### config.mk
export PLATFORM = sky130hd
export DESIGN_NAME = vpc_i2c_regs
export DESIGN_NICKNAME = d
export VERILOG_FILES = /design/src/rtl/vpc_pkg.sv /design/src/rtl/vpc_i2c_regs.sv
export SDC_FILE = /design/constraint.sdc
export NUM_CORES = 1
export LEC_CHECK = 0
export BUFFER_PORTS_ARGS = -buffer_cell sky130_fd_sc_hd__buf_2
export CAP_MARGIN = 25
export CORE_ASPECT_RATIO = 1.75
export CORE_MARGIN = 2
export CORE_UTILIZATION = 55
export DETAILED_ROUTE_END_ITERATION = 12
export HOLD_SLACK_MARGIN = 0.06
export PLACE_DENSITY = 0.79
export SLEW_MARGIN = 20
export SYNTH_ARGS = -nofsm -noshare
export SYNTH_HDL_FRONTEND = slang
export SYNTH_SLANG_ARGS = --single-unit
### constraint.sdc
create_clock -name clk -period 2.4 [get_ports clk]
set_input_delay 0.24 -clock clk [delete_from_list [all_inputs] [get_ports clk]]
set_output_delay 0.24 -clock clk [all_outputs]
set_load 0.02 [all_outputs]
### src/rtl/vpc_pkg.sv
package vpc_pkg;
   // ----------------------------------------
   // bus addressing
   // ----------------------------------------
   localparam logic [7:0] VPC_DEV_WR_ADDR = 8'hDC;
   localparam int VPC_OFS_CONTRAST = 1;
   localparam int VPC_OFS_LUMA_OFFSET = 2;
   localparam int VPC_OFS_GAIN_ONE = 3;
   localparam int VPC_OFS_GAIN_TWO = 4;
   localparam int VPC_OFS_GAIN_THREE = 5;
   localparam int VPC_OFS_LUMA_SPAN = 6;
   localparam int VPC_OFS_OVERLAY = 7;
   localparam int VPC_OFS_CLAMP_CFG = 8;
   localparam int VPC_OFS_AMP_CFG = 9;
   localparam int VPC_OFS_CUTOFF1 = 10;
   localparam int VPC_OFS_CUTOFF2 = 11;
   localparam int VPC_OFS_CUTOFF3 = 12;
   localparam int VPC_OFS_SLEEP_CFG = 13;
   localparam int VPC_OFS_INFRA_CFG = 14;
   localparam int VPC_OFS_ENH_MAIN = 15;
   localparam int VPC_OFS_ENH_SHARP = 16;

   // ----------------------------------------
   // values after power-on
   // ----------------------------------------
   localparam logic [7:0] VPC_RST_VAL [VPC_OFS_CONTRAST:VPC_OFS_ENH_SHARP] = '{
      8'h80, 8'h80, 8'h80, 8'h80, 8'h80, 8'h01, 8'h09, 8'h04,
      8'h10, 8'h80, 8'h80, 8'h80, 8'h08, 8'hC1, 8'h09, 8'h28};

   // ----------------------------------------
   // single-bit field positions
   // ----------------------------------------
   localparam int VPC_B_OUT_CLAMP_SRC = 7;
   localparam int VPC_B_TEST_A = 6;
   localparam int VPC_B_SRC_HI = 4;
   localparam int VPC_B_EDGE = 1;
   localparam int VPC_B_SRC_LO = 0;
   localparam int VPC_B_AMP_SLEEP = 7;
   localparam int VPC_B_AMP_BLANK = 6;
   localparam int VPC_B_COUPLE = 2;
   localparam int VPC_B_SOFT_BLANK = 1;
   localparam int VPC_B_FLY_INV = 0;
   localparam int VPC_B_FULL_SLEEP = 7;
   localparam int VPC_B_INFRA_DEPTH = 7;
   localparam int VPC_B_CUTOFF_SPAN = 0;

   // ----------------------------------------
   // clamp pulse widths
   // ----------------------------------------
   localparam int VPC_CLK_NS = 10;
   localparam int VPC_W0_NS = 330;
   localparam int VPC_W1_NS = 660;
   localparam int VPC_W2_NS = 1000;
   localparam int VPC_W3_NS = 1330;
   localparam int VPC_W0_CYC = (VPC_W0_NS + VPC_CLK_NS - 1) / VPC_CLK_NS;
   localparam int VPC_W1_CYC = (VPC_W1_NS + VPC_CLK_NS - 1) / VPC_CLK_NS;
   localparam int VPC_W2_CYC = (VPC_W2_NS + VPC_CLK_NS - 1) / VPC_CLK_NS;
   localparam int VPC_W3_CYC = (VPC_W3_NS + VPC_CLK_NS - 1) / VPC_CLK_NS;
   localparam logic [3:0] VPC_BITS_PER_BYTE = 4'h8;

   typedef enum logic [2:0] {
      VPC_IDLE,
      VPC_ADDR,
      VPC_SUB,
      VPC_DATA,
      VPC_SKIP
   } vpc_state_e;
endpackage : vpc_pkg

### src/rtl/vpc_i2c_regs.sv
`timescale 1ns/1ps
// Contract
// - answer only write address DCh
// - no subaddress auto increment
// - write transfers only, nothing read back
// - supply drop reloads all defaults
// - contrast in bits 7..1 of 01
// - three gains in bits 7..1, 03..05
// - brightness onto cut-off outputs per coupling
// - bit 7 of 08 picks output clamp
// - bits 4,0 pick pulse source
// - bits 3..2 set clamp pulse width
// - line sync edge select trailing or leading
// - flyback edge from edge and polarity bits
// - bit 0 of 09 inverts flyback
// - bit 1 of 09 forces blanking
// - amp standby overrides amp blanking enable
// - bit 2 of 09 selects coupling
// - cut-off registers set pedestal or output
// - full standby and slew limit in 0D
// - infra depth, common offset, cut-off span
module vpc_i2c_regs
   import vpc_pkg::*;
(
   input wire logic clk,
   input wire logic rst_b,
   input wire logic scl_in,
   input wire logic sda_in,
   output logic sda_out,
   output logic sda_oe_b,
   input wire logic supply_low,
   input wire logic flyback_in,
   input wire logic line_sync_in,
   output logic [6:0] contrast_level,
   output logic [6:0] chan_one_gain,
   output logic [6:0] chan_two_gain,
   output logic [6:0] chan_three_gain,
   output logic [1:0] luma_offset_span,
   output logic [3:0] overlay_contrast,
   output logic [8:0] cutoff_out_one,
   output logic [8:0] cutoff_out_two,
   output logic [8:0] cutoff_out_three,
   output logic [7:0] pedestal_ch1,
   output logic [7:0] pedestal_ch2,
   output logic [7:0] pedestal_ch3,
   output logic coupling_sel,
   output logic full_sleep,
   output logic [3:0] slew_limit,
   output logic infra_pulse_depth,
   output logic [5:0] common_offset,
   output logic cutoff_span,
   output logic [7:0] enhance_main,
   output logic [7:0] enhance_sharpen,
   output logic input_clamp_pulse,
   output logic output_clamp_pulse,
   output logic flyback_internal,
   output logic video_blank,
   output logic amp_standby,
   output logic amp_blank
);

   // ----------------------------------------
   // pin synchronisers
   // ----------------------------------------
   logic scl_m_ff, scl_s_ff, scl_d_ff;
   logic sda_m_ff, sda_s_ff, sda_d_ff;
   logic fly_m_ff, fly_s_ff, fly_d_ff;
   logic ls_m_ff, ls_s_ff, ls_d_ff;
   logic sup_m_ff, sup_s_ff;

   always_ff @(posedge clk or negedge rst_b) begin
      if (!rst_b) begin
         {scl_m_ff, scl_s_ff, scl_d_ff} <= 3'h7;
         {sda_m_ff, sda_s_ff, sda_d_ff} <= 3'h7;
         {fly_m_ff, fly_s_ff, fly_d_ff} <= 3'h0;
         {ls_m_ff, ls_s_ff, ls_d_ff} <= 3'h0;
         {sup_m_ff, sup_s_ff} <= 2'h0;
      end else begin
         {scl_m_ff, scl_s_ff, scl_d_ff} <= {scl_in, scl_m_ff, scl_s_ff};
         {sda_m_ff, sda_s_ff, sda_d_ff} <= {sda_in, sda_m_ff, sda_s_ff};
         {fly_m_ff, fly_s_ff, fly_d_ff} <= {flyback_in, fly_m_ff, fly_s_ff};
         {ls_m_ff, ls_s_ff, ls_d_ff} <= {line_sync_in, ls_m_ff, ls_s_ff};
         {sup_m_ff, sup_s_ff} <= {supply_low, sup_m_ff};
      end
   end

   logic scl_rise, scl_fall, start_det, stop_det;
   assign scl_rise = scl_s_ff & ~scl_d_ff;
   assign scl_fall = ~scl_s_ff & scl_d_ff;
   // sda edges only count while scl stays high
   assign start_det = scl_s_ff & scl_d_ff & ~sda_s_ff & sda_d_ff;
   assign stop_det = scl_s_ff & scl_d_ff & sda_s_ff & ~sda_d_ff;

   // ----------------------------------------
   // bus slave
   // ----------------------------------------
   vpc_state_e state_ff;
   logic [3:0] cnt_ff;
   logic [7:0] shift_ff;
   logic [7:0] sub_ff;
   logic [7:0] data_ff;
   logic ack_ff;
   logic commit;
   logic sub_ok;

   assign sub_ok = (sub_ff >= 8'(VPC_OFS_CONTRAST)) && (sub_ff <= 8'(VPC_OFS_ENH_SHARP));
   assign commit = scl_fall & ack_ff & (state_ff == VPC_DATA) & sub_ok;

   always_ff @(posedge clk or negedge rst_b) begin
      if (!rst_b) begin
         state_ff <= VPC_IDLE;
         cnt_ff <= 4'h0;
         shift_ff <= 8'h00;
         sub_ff <= 8'h00;
         data_ff <= 8'h00;
         ack_ff <= 1'b0;
         sda_oe_b <= 1'b1;
      end else if (start_det) begin
         state_ff <= VPC_ADDR;
         cnt_ff <= 4'h0;
         ack_ff <= 1'b0;
         sda_oe_b <= 1'b1;
      end else if (stop_det) begin
         state_ff <= VPC_IDLE;
         ack_ff <= 1'b0;
         sda_oe_b <= 1'b1;
      end else if (scl_rise && !ack_ff && cnt_ff != VPC_BITS_PER_BYTE) begin
         shift_ff <= {shift_ff[6:0], sda_s_ff};
         cnt_ff <= cnt_ff + 4'h1;
      end else if (scl_fall && ack_ff) begin
         // release after the ack slot, then move on
         ack_ff <= 1'b0;
         sda_oe_b <= 1'b1;
         cnt_ff <= 4'h0;
         case (state_ff)
            VPC_ADDR: state_ff <= VPC_SUB;
            VPC_SUB: state_ff <= VPC_DATA;
            VPC_DATA: state_ff <= VPC_SKIP;
            default: state_ff <= VPC_SKIP;
         endcase
      end else if (scl_fall && cnt_ff == VPC_BITS_PER_BYTE) begin
         case (state_ff)
            VPC_ADDR: begin
               // read address and foreign addresses get no ack
               if (shift_ff == VPC_DEV_WR_ADDR) begin
                  ack_ff <= 1'b1;
                  sda_oe_b <= 1'b0;
               end else begin
                  state_ff <= VPC_SKIP;
               end
            end
            VPC_SUB: begin
               sub_ff <= shift_ff;
               ack_ff <= 1'b1;
               sda_oe_b <= 1'b0;
            end
            VPC_DATA: begin
               data_ff <= shift_ff;
               ack_ff <= 1'b1;
               sda_oe_b <= 1'b0;
            end
            default: state_ff <= state_ff;
         endcase
      end
   end

   always_ff @(posedge clk or negedge rst_b) begin
      if (!rst_b) begin
         sda_out <= 1'b0;
      end else begin
         sda_out <= 1'b0;
      end
   end

   // ----------------------------------------
   // register bank
   // ----------------------------------------
   logic [7:0] regs_ff [VPC_OFS_CONTRAST:VPC_OFS_ENH_SHARP];

   always_ff @(posedge clk or negedge rst_b) begin
      if (!rst_b) begin
         regs_ff <= VPC_RST_VAL;
      end else if (sup_s_ff) begin
         regs_ff <= VPC_RST_VAL;
      end else if (commit) begin
         // reserved bits stored as written; software keeps them zero
         regs_ff[sub_ff] <= data_ff;
      end
   end

   logic [7:0] clamp_cfg, amp_cfg, infra_cfg, sleep_cfg;
   assign clamp_cfg = regs_ff[VPC_OFS_CLAMP_CFG];
   assign amp_cfg = regs_ff[VPC_OFS_AMP_CFG];
   assign infra_cfg = regs_ff[VPC_OFS_INFRA_CFG];
   assign sleep_cfg = regs_ff[VPC_OFS_SLEEP_CFG];

   assign contrast_level = regs_ff[VPC_OFS_CONTRAST][7:1];
   assign chan_one_gain = regs_ff[VPC_OFS_GAIN_ONE][7:1];
   assign chan_two_gain = regs_ff[VPC_OFS_GAIN_TWO][7:1];
   assign chan_three_gain = regs_ff[VPC_OFS_GAIN_THREE][7:1];
   assign luma_offset_span = regs_ff[VPC_OFS_LUMA_SPAN][1:0];
   assign overlay_contrast = regs_ff[VPC_OFS_OVERLAY][3:0];
   assign coupling_sel = amp_cfg[VPC_B_COUPLE];
   assign full_sleep = sleep_cfg[VPC_B_FULL_SLEEP];
   assign slew_limit = sleep_cfg[3:0];
   assign infra_pulse_depth = infra_cfg[VPC_B_INFRA_DEPTH];
   assign common_offset = infra_cfg[6:1];
   assign cutoff_span = infra_cfg[VPC_B_CUTOFF_SPAN];
   assign enhance_main = regs_ff[VPC_OFS_ENH_MAIN];
   assign enhance_sharpen = regs_ff[VPC_OFS_ENH_SHARP];

   // ----------------------------------------
   // cut-off and brightness codes
   // ----------------------------------------
   logic [8:0] bri9;
   assign bri9 = {1'b0, regs_ff[VPC_OFS_LUMA_OFFSET]};

   always_ff @(posedge clk or negedge rst_b) begin
      if (!rst_b) begin
         cutoff_out_one <= 9'h000;
         cutoff_out_two <= 9'h000;
         cutoff_out_three <= 9'h000;
         pedestal_ch1 <= 8'h00;
         pedestal_ch2 <= 8'h00;
         pedestal_ch3 <= 8'h00;
      end else if (coupling_sel) begin
         // ac coupled: brightness rides on each cut-off level
         cutoff_out_one <= bri9 + {1'b0, regs_ff[VPC_OFS_CUTOFF1]};
         cutoff_out_two <= bri9 + {1'b0, regs_ff[VPC_OFS_CUTOFF2]};
         cutoff_out_three <= bri9 + {1'b0, regs_ff[VPC_OFS_CUTOFF3]};
         pedestal_ch1 <= 8'h00;
         pedestal_ch2 <= 8'h00;
         pedestal_ch3 <= 8'h00;
      end else begin
         cutoff_out_one <= 9'h000;
         cutoff_out_two <= 9'h000;
         cutoff_out_three <= bri9;
         pedestal_ch1 <= regs_ff[VPC_OFS_CUTOFF1];
         pedestal_ch2 <= regs_ff[VPC_OFS_CUTOFF2];
         pedestal_ch3 <= regs_ff[VPC_OFS_CUTOFF3];
      end
   end

   // ----------------------------------------
   // clamp pulse generation
   // ----------------------------------------
   logic fly_int, fly_int_d, ls_rise, ls_fall, fly_rise, fly_fall;
   logic in_trig, out_trig;
   logic [7:0] in_cnt_ff, out_cnt_ff, width_cyc;

   assign fly_int = fly_s_ff ^ amp_cfg[VPC_B_FLY_INV];
   assign fly_int_d = fly_d_ff ^ amp_cfg[VPC_B_FLY_INV];
   assign ls_rise = ls_s_ff & ~ls_d_ff;
   assign ls_fall = ~ls_s_ff & ls_d_ff;
   assign fly_rise = fly_s_ff & ~fly_d_ff;
   assign fly_fall = ~fly_s_ff & fly_d_ff;

   always_comb begin
      case (clamp_cfg[3:2])
         2'h0: width_cyc = 8'(VPC_W0_CYC);
         2'h1: width_cyc = 8'(VPC_W1_CYC);
         2'h2: width_cyc = 8'(VPC_W2_CYC);
         default: width_cyc = 8'(VPC_W3_CYC);
      endcase
      if (clamp_cfg[VPC_B_SRC_LO]) begin
         // flyback pin edge: rising when edge and polarity bits agree
         in_trig = (clamp_cfg[VPC_B_EDGE] == amp_cfg[VPC_B_FLY_INV]) ? fly_rise : fly_fall;
      end else begin
         in_trig = clamp_cfg[VPC_B_EDGE] ? ls_rise : ls_fall;
      end
   end

   // output clamp follows the leading edge of the internal flyback
   assign out_trig = fly_int & ~fly_int_d;

   always_ff @(posedge clk or negedge rst_b) begin
      if (!rst_b) begin
         in_cnt_ff <= 8'h00;
      end else if (in_trig) begin
         in_cnt_ff <= width_cyc;
      end else if (in_cnt_ff != 8'h00) begin
         in_cnt_ff <= in_cnt_ff - 8'h01;
      end
   end

   always_ff @(posedge clk or negedge rst_b) begin
      if (!rst_b) begin
         out_cnt_ff <= 8'h00;
      end else if (out_trig) begin
         out_cnt_ff <= width_cyc;
      end else if (out_cnt_ff != 8'h00) begin
         out_cnt_ff <= out_cnt_ff - 8'h01;
      end
   end

   logic nxt_input_clamp_pulse;
   // source 1x hands the line sync straight through
   assign nxt_input_clamp_pulse = clamp_cfg[VPC_B_SRC_HI] ? ls_s_ff : (in_trig | (in_cnt_ff != 8'h00));

   always_ff @(posedge clk or negedge rst_b) begin
      if (!rst_b) begin
         input_clamp_pulse <= 1'b0;
         output_clamp_pulse <= 1'b0;
      end else begin
         input_clamp_pulse <= nxt_input_clamp_pulse;
         output_clamp_pulse <= clamp_cfg[VPC_B_OUT_CLAMP_SRC] ? nxt_input_clamp_pulse
                               : (out_trig | (out_cnt_ff != 8'h00));
      end
   end

   // ----------------------------------------
   // blanking and amplifier control
   // ----------------------------------------
   always_ff @(posedge clk or negedge rst_b) begin
      if (!rst_b) begin
         flyback_internal <= 1'b0;
         video_blank <= 1'b0;
         amp_standby <= 1'b0;
         amp_blank <= 1'b0;
      end else begin
         flyback_internal <= fly_int;
         // soft blanking is only valid with the first test bit set; here bit 1 of 09 forces video_blank whatever bit 6 of 08 holds
         video_blank <= amp_cfg[VPC_B_SOFT_BLANK] | fly_int;
         amp_standby <= amp_cfg[VPC_B_AMP_SLEEP] | full_sleep;
         amp_blank <= ~amp_cfg[VPC_B_AMP_SLEEP] & ~full_sleep & amp_cfg[VPC_B_AMP_BLANK] & fly_int;
      end
   end

   logic byte_end;
   assign byte_end = scl_fall && !ack_ff && !start_det && !stop_det && cnt_ff == VPC_BITS_PER_BYTE;
endmodule : vpc_i2c_regs

==> flow_metrics.py <==
metrics = {
    "outcome": {
        "status": "complete, no violations",
    },
    "placed_design": {
        "dp.cells": 1272,
        "dp_hpwl_um": 17230,
        "portBuffers": 128,
        "place_congestion": 0.9116,
    },
    "critical_path": {
        "crit_type": "flop to flop",
        "cp_max_fo": 8,
        "max_stage_delay_ns": 0.53,
        "crit_path_start_kind": "flop",
        "worstPathArrival_ns": 2.55,
        "end_kind": "flop",
        "path_cells": "inv_1 > ha_1 > nand3b_1 > or3_4 > nor4b_4 > mux2_2",
        "cpMaxStageDelayCell": "nor4b_4",
        "cp.required_ns": 2.78,
    },
    "route": {
        "wl_met2_um": 12780,
        "drt-initial-drc-count": 367,
        "wl_met1_um": 9106,
        "firstDrtPassIters": 7,
        "highest_layer": "met4",
        "avgRoutedWirePerCell_um": 18.27,
        "vias": 7488,
        "drcViolationCount": 0,
        "wirelength_um": 24010,
        "vias_per_cell": 5.699,
        "met3_length_um": 1030,
        "ant_nets": 0,
    },
    "power_and_ir_drop": {
        "p_sw_frac": 0.2502,
        "p_sw_uw": 2070,
        "p_int_uw": 6205,
        "leakagePower_uw": 0.006290,
        "peakVddDrop_mv": 0.4447,
        "seqPwrFrac": 0.516,
        "pwr-share-comb": 0.100,
        "power_density_nw_per_um2": 680.8,
        "clockPowerShare": 0.384,
    },
    "yosys": {
        "synth_cell_types": 63,
        "ys_warn_count": 0,
        "synth_area_per_cell_um2": 11.16,
        "synth.cell_area_um2": 10920,
        "synth_area_leaders": "dfrtp_1 (46%), mux2i_1 (7.7%), dfstp_2 (6.5%)",
        "synth_fp_nets": 1022,
        "ys_seq_elements": 226,
        "netlist.area_leader.share": 0.4562,
        "synth_seq_area_share": 0.5212,
        "async_flop_share": 1.000,
        "syn-instance-count": 978,
        "synth_top_area_cell": "dfrtp_1",
        "synth_edf_count": 0,
        "synth_flop_cell": "dfrtp_1",
    },
    "global_routing": {
        "grt_max_degree": 64,
        "antenna_found_initial": 0,
        "grt_pass1_wl_um": 39310,
        "grt_pass1_vias": 7683,
        "grt-ovfl-total": 0,
        "grtUsageTotal": 0.2279,
    },
    "sta": {
        "setup-violations-final": 0,
        "rsz0062_at_grt": "false",
        "tightest_slew_ns": 0.6679,
        "layout_min_cycle_time_ns": 2.174,
        "fmaxAchievable_ghz": 0.4600,
        "fin_crit_sh": 0.9058,
        "fin_tns_setup_ns": 0,
        "maxSlewViolCount": 0,
        "hold_viol": 0,
        "relSlewSlack": 0.5547,
        "fin_skew_ns": 0.01634,
    },
    "floorplan": {
        "die_w_um": 110.5,
        "rows": 68,
        "initial_core_util": 0.5578,
        "die_h_um": 190.4,
        "ios": 130,
        "design.core.area_um2": 19570,
        "die_area_um2": 21030,
    },
    "min_path": {
        "hp-class": "input port to asynchronous set/reset pin",
    },
    "clock_network": {
        "cts-buffers-inserted": 20,
        "clock_latency_ns": 0.50,
        "cts.htree.levels": 1,
        "path_clk_slew_ns": 0.07,
        "cts_sinks": 226,
        "cts_tree": "done",
        "ctsLongestPathBuffers": 3,
        "cts_hold_buf": 6,
        "cts_setup_buffers": 0,
        "cts_resized": 0,
        "cts_root_buffer": "clkbuf_16",
    },
    "finish": {
        "nets": 1099,
        "area_growth_pct": 11.36,
        "fin_cells": 1314,
        "drive_gt1_frac": 0.2423,
        "antenna_cells": 0,
    },
    "job": {
        "maxCapViolCount": 0,
    },
}
sequential cells by signal, summed over array words and instances (netlist names), 9 cells and up:
name / flops
cutoff_out_three: 9
cutoff_out_two: 9
cutoff_out_one: 9
regs_ff: 24
stage by stage:
stage	cell area, um^2	setup slack, ns	utilization	hold WS (ns)	power [uW]
2_1_floorplan	10920	0.3709	-	-0.05559	4866
3_3_place_gp	11440	0.2715	0.5848	0.1991	5122
3_5_place_dp	11440	0.2172	0.5848	0.1976	5169
4_1_cts	12160	0.2115	0.6212	0.2574	8354
5_1_grt	12160	0.03140	0.6212	0.2878	8641
6_report	12160	0.2260	0.6212	0.2538	8275
worst max-delay path, delay by kind of cell (launching register included):
kind / cells / cell delay [ns]
adders and majority gates: 1 / 0.13
and+or+nand+nor: 3 / 1.04
DFF: 1 / 0.42
muxes: 1 / 0.39
buffers and inverters: 1 / 0.07
cells by family after synthesis:
logic type	after synthesis	share of synthesized area
flip-flops	226	0.5212
multiplexers	117	0.1111
AND/OR/NAND/NOR	300	0.1568
XOR/XNOR	16	0.01284
AO/OA/AOI/OAI	158	0.08861
other	1	0.0003435
buffers and inverters	123	0.06465
adder cells (fa/ha/maj)	37	0.04448
layer usage:
metal | vias up | global-route usage
li1 | 3480 | -
met1 | 3721 | 0.2629
met2 | 217 | 0.4210
met3 | 70 | 0.02829
met4 | 0 | 0.1038
met5 | - | 0
final cells by class:
type | instances | area [um^2]
Clock buffer | 30 | 610.6
Clock inverter | 6 | 40.04
Fill cell | 1578 | 7413
Inverter | 21 | 78.83
Multi-Input combinational cell | 629 | 4521
Sequential cell | 226 | 5690
Tap cell | 245 | 306.5
Timing Repair Buffer | 157 | 908.4
cells in the final DEF (no fill, tap or decap), types with 9 or more instances in the layout:
cell type,n
nor3_1,14
buf_2,127
dfstp_2,27
nand3_1,35
buf_4,21
a211oi_1,13
xnor2_1,9
mux2_2,33
inv_1,20
nor2_1,56
mux2i_1,84
nor2b_1,38
clkbuf_16,22
dfrtp_1,198
nand2_1,26
nand2b_1,78
a21oi_1,34
ha_1,34
o21ai_0,61
worst paths after layout:
path	to	cells after the start	from	slack, ns
setup / recovery	sub_ff[3]$_DFFE_PN0P_	6	cnt_ff[0]$_DFFE_PN0P_	0.23
hold / removal	contrast_level[4]$_DFFE_PN0P_	2	rst_b	0.25
setup reg to reg	sub_ff[3]$_DFFE_PN0P_	6	cnt_ff[0]$_DFFE_PN0P_	0.23
hold reg to reg	sup_s_ff$_DFF_PN0_	0	sup_m_ff$_DFF_PN0_	0.35
max in group asynchronous	regs_ff[47]$_DFFE_PN1P_	3	rst_b	1.35
min in group clk	sup_s_ff$_DFF_PN0_	0	sup_m_ff$_DFF_PN0_	0.35
power groups by stage:
| stage | logic, uW | clock network [uW] | registers [uW] |
|---|---|---|---|
| floorplan | 609 | 0 | 4260 |
| global placement | 793 | 0 | 4330 |
| detailed placement | 825 | 0 | 4340 |
| CTS | 838 | 3240 | 4270 |
| global route | 946 | 3390 | 4310 |
| finish | 827 | 3180 | 4270 |
cell usage after synthesis, drive strengths merged (3+ instances only):
master	number
fa	3
a21o	8
buf	69
a21oi	35
o31ai	5
o21ai	61
mux2i	84
and2	6
dfstp	27
dfrtp	199
a211o	4
inv	20
nor3	14
nand2b	78
o211ai	3
o31a	4
o21a	8
nand4	4
nand3	35
and3b	3
and3	4
nand3b	7
xnor2	9
a221oi	3
or3	7
nand2	26
nor4b	3
nor3b	4
nor2	57
mux2	33
xor2	7
ha	34
clkbuf	33
a211oi	13
nor2b	38
a31oi	4
or2	4
Note: power is estimated with default switching activity, not from simulation.
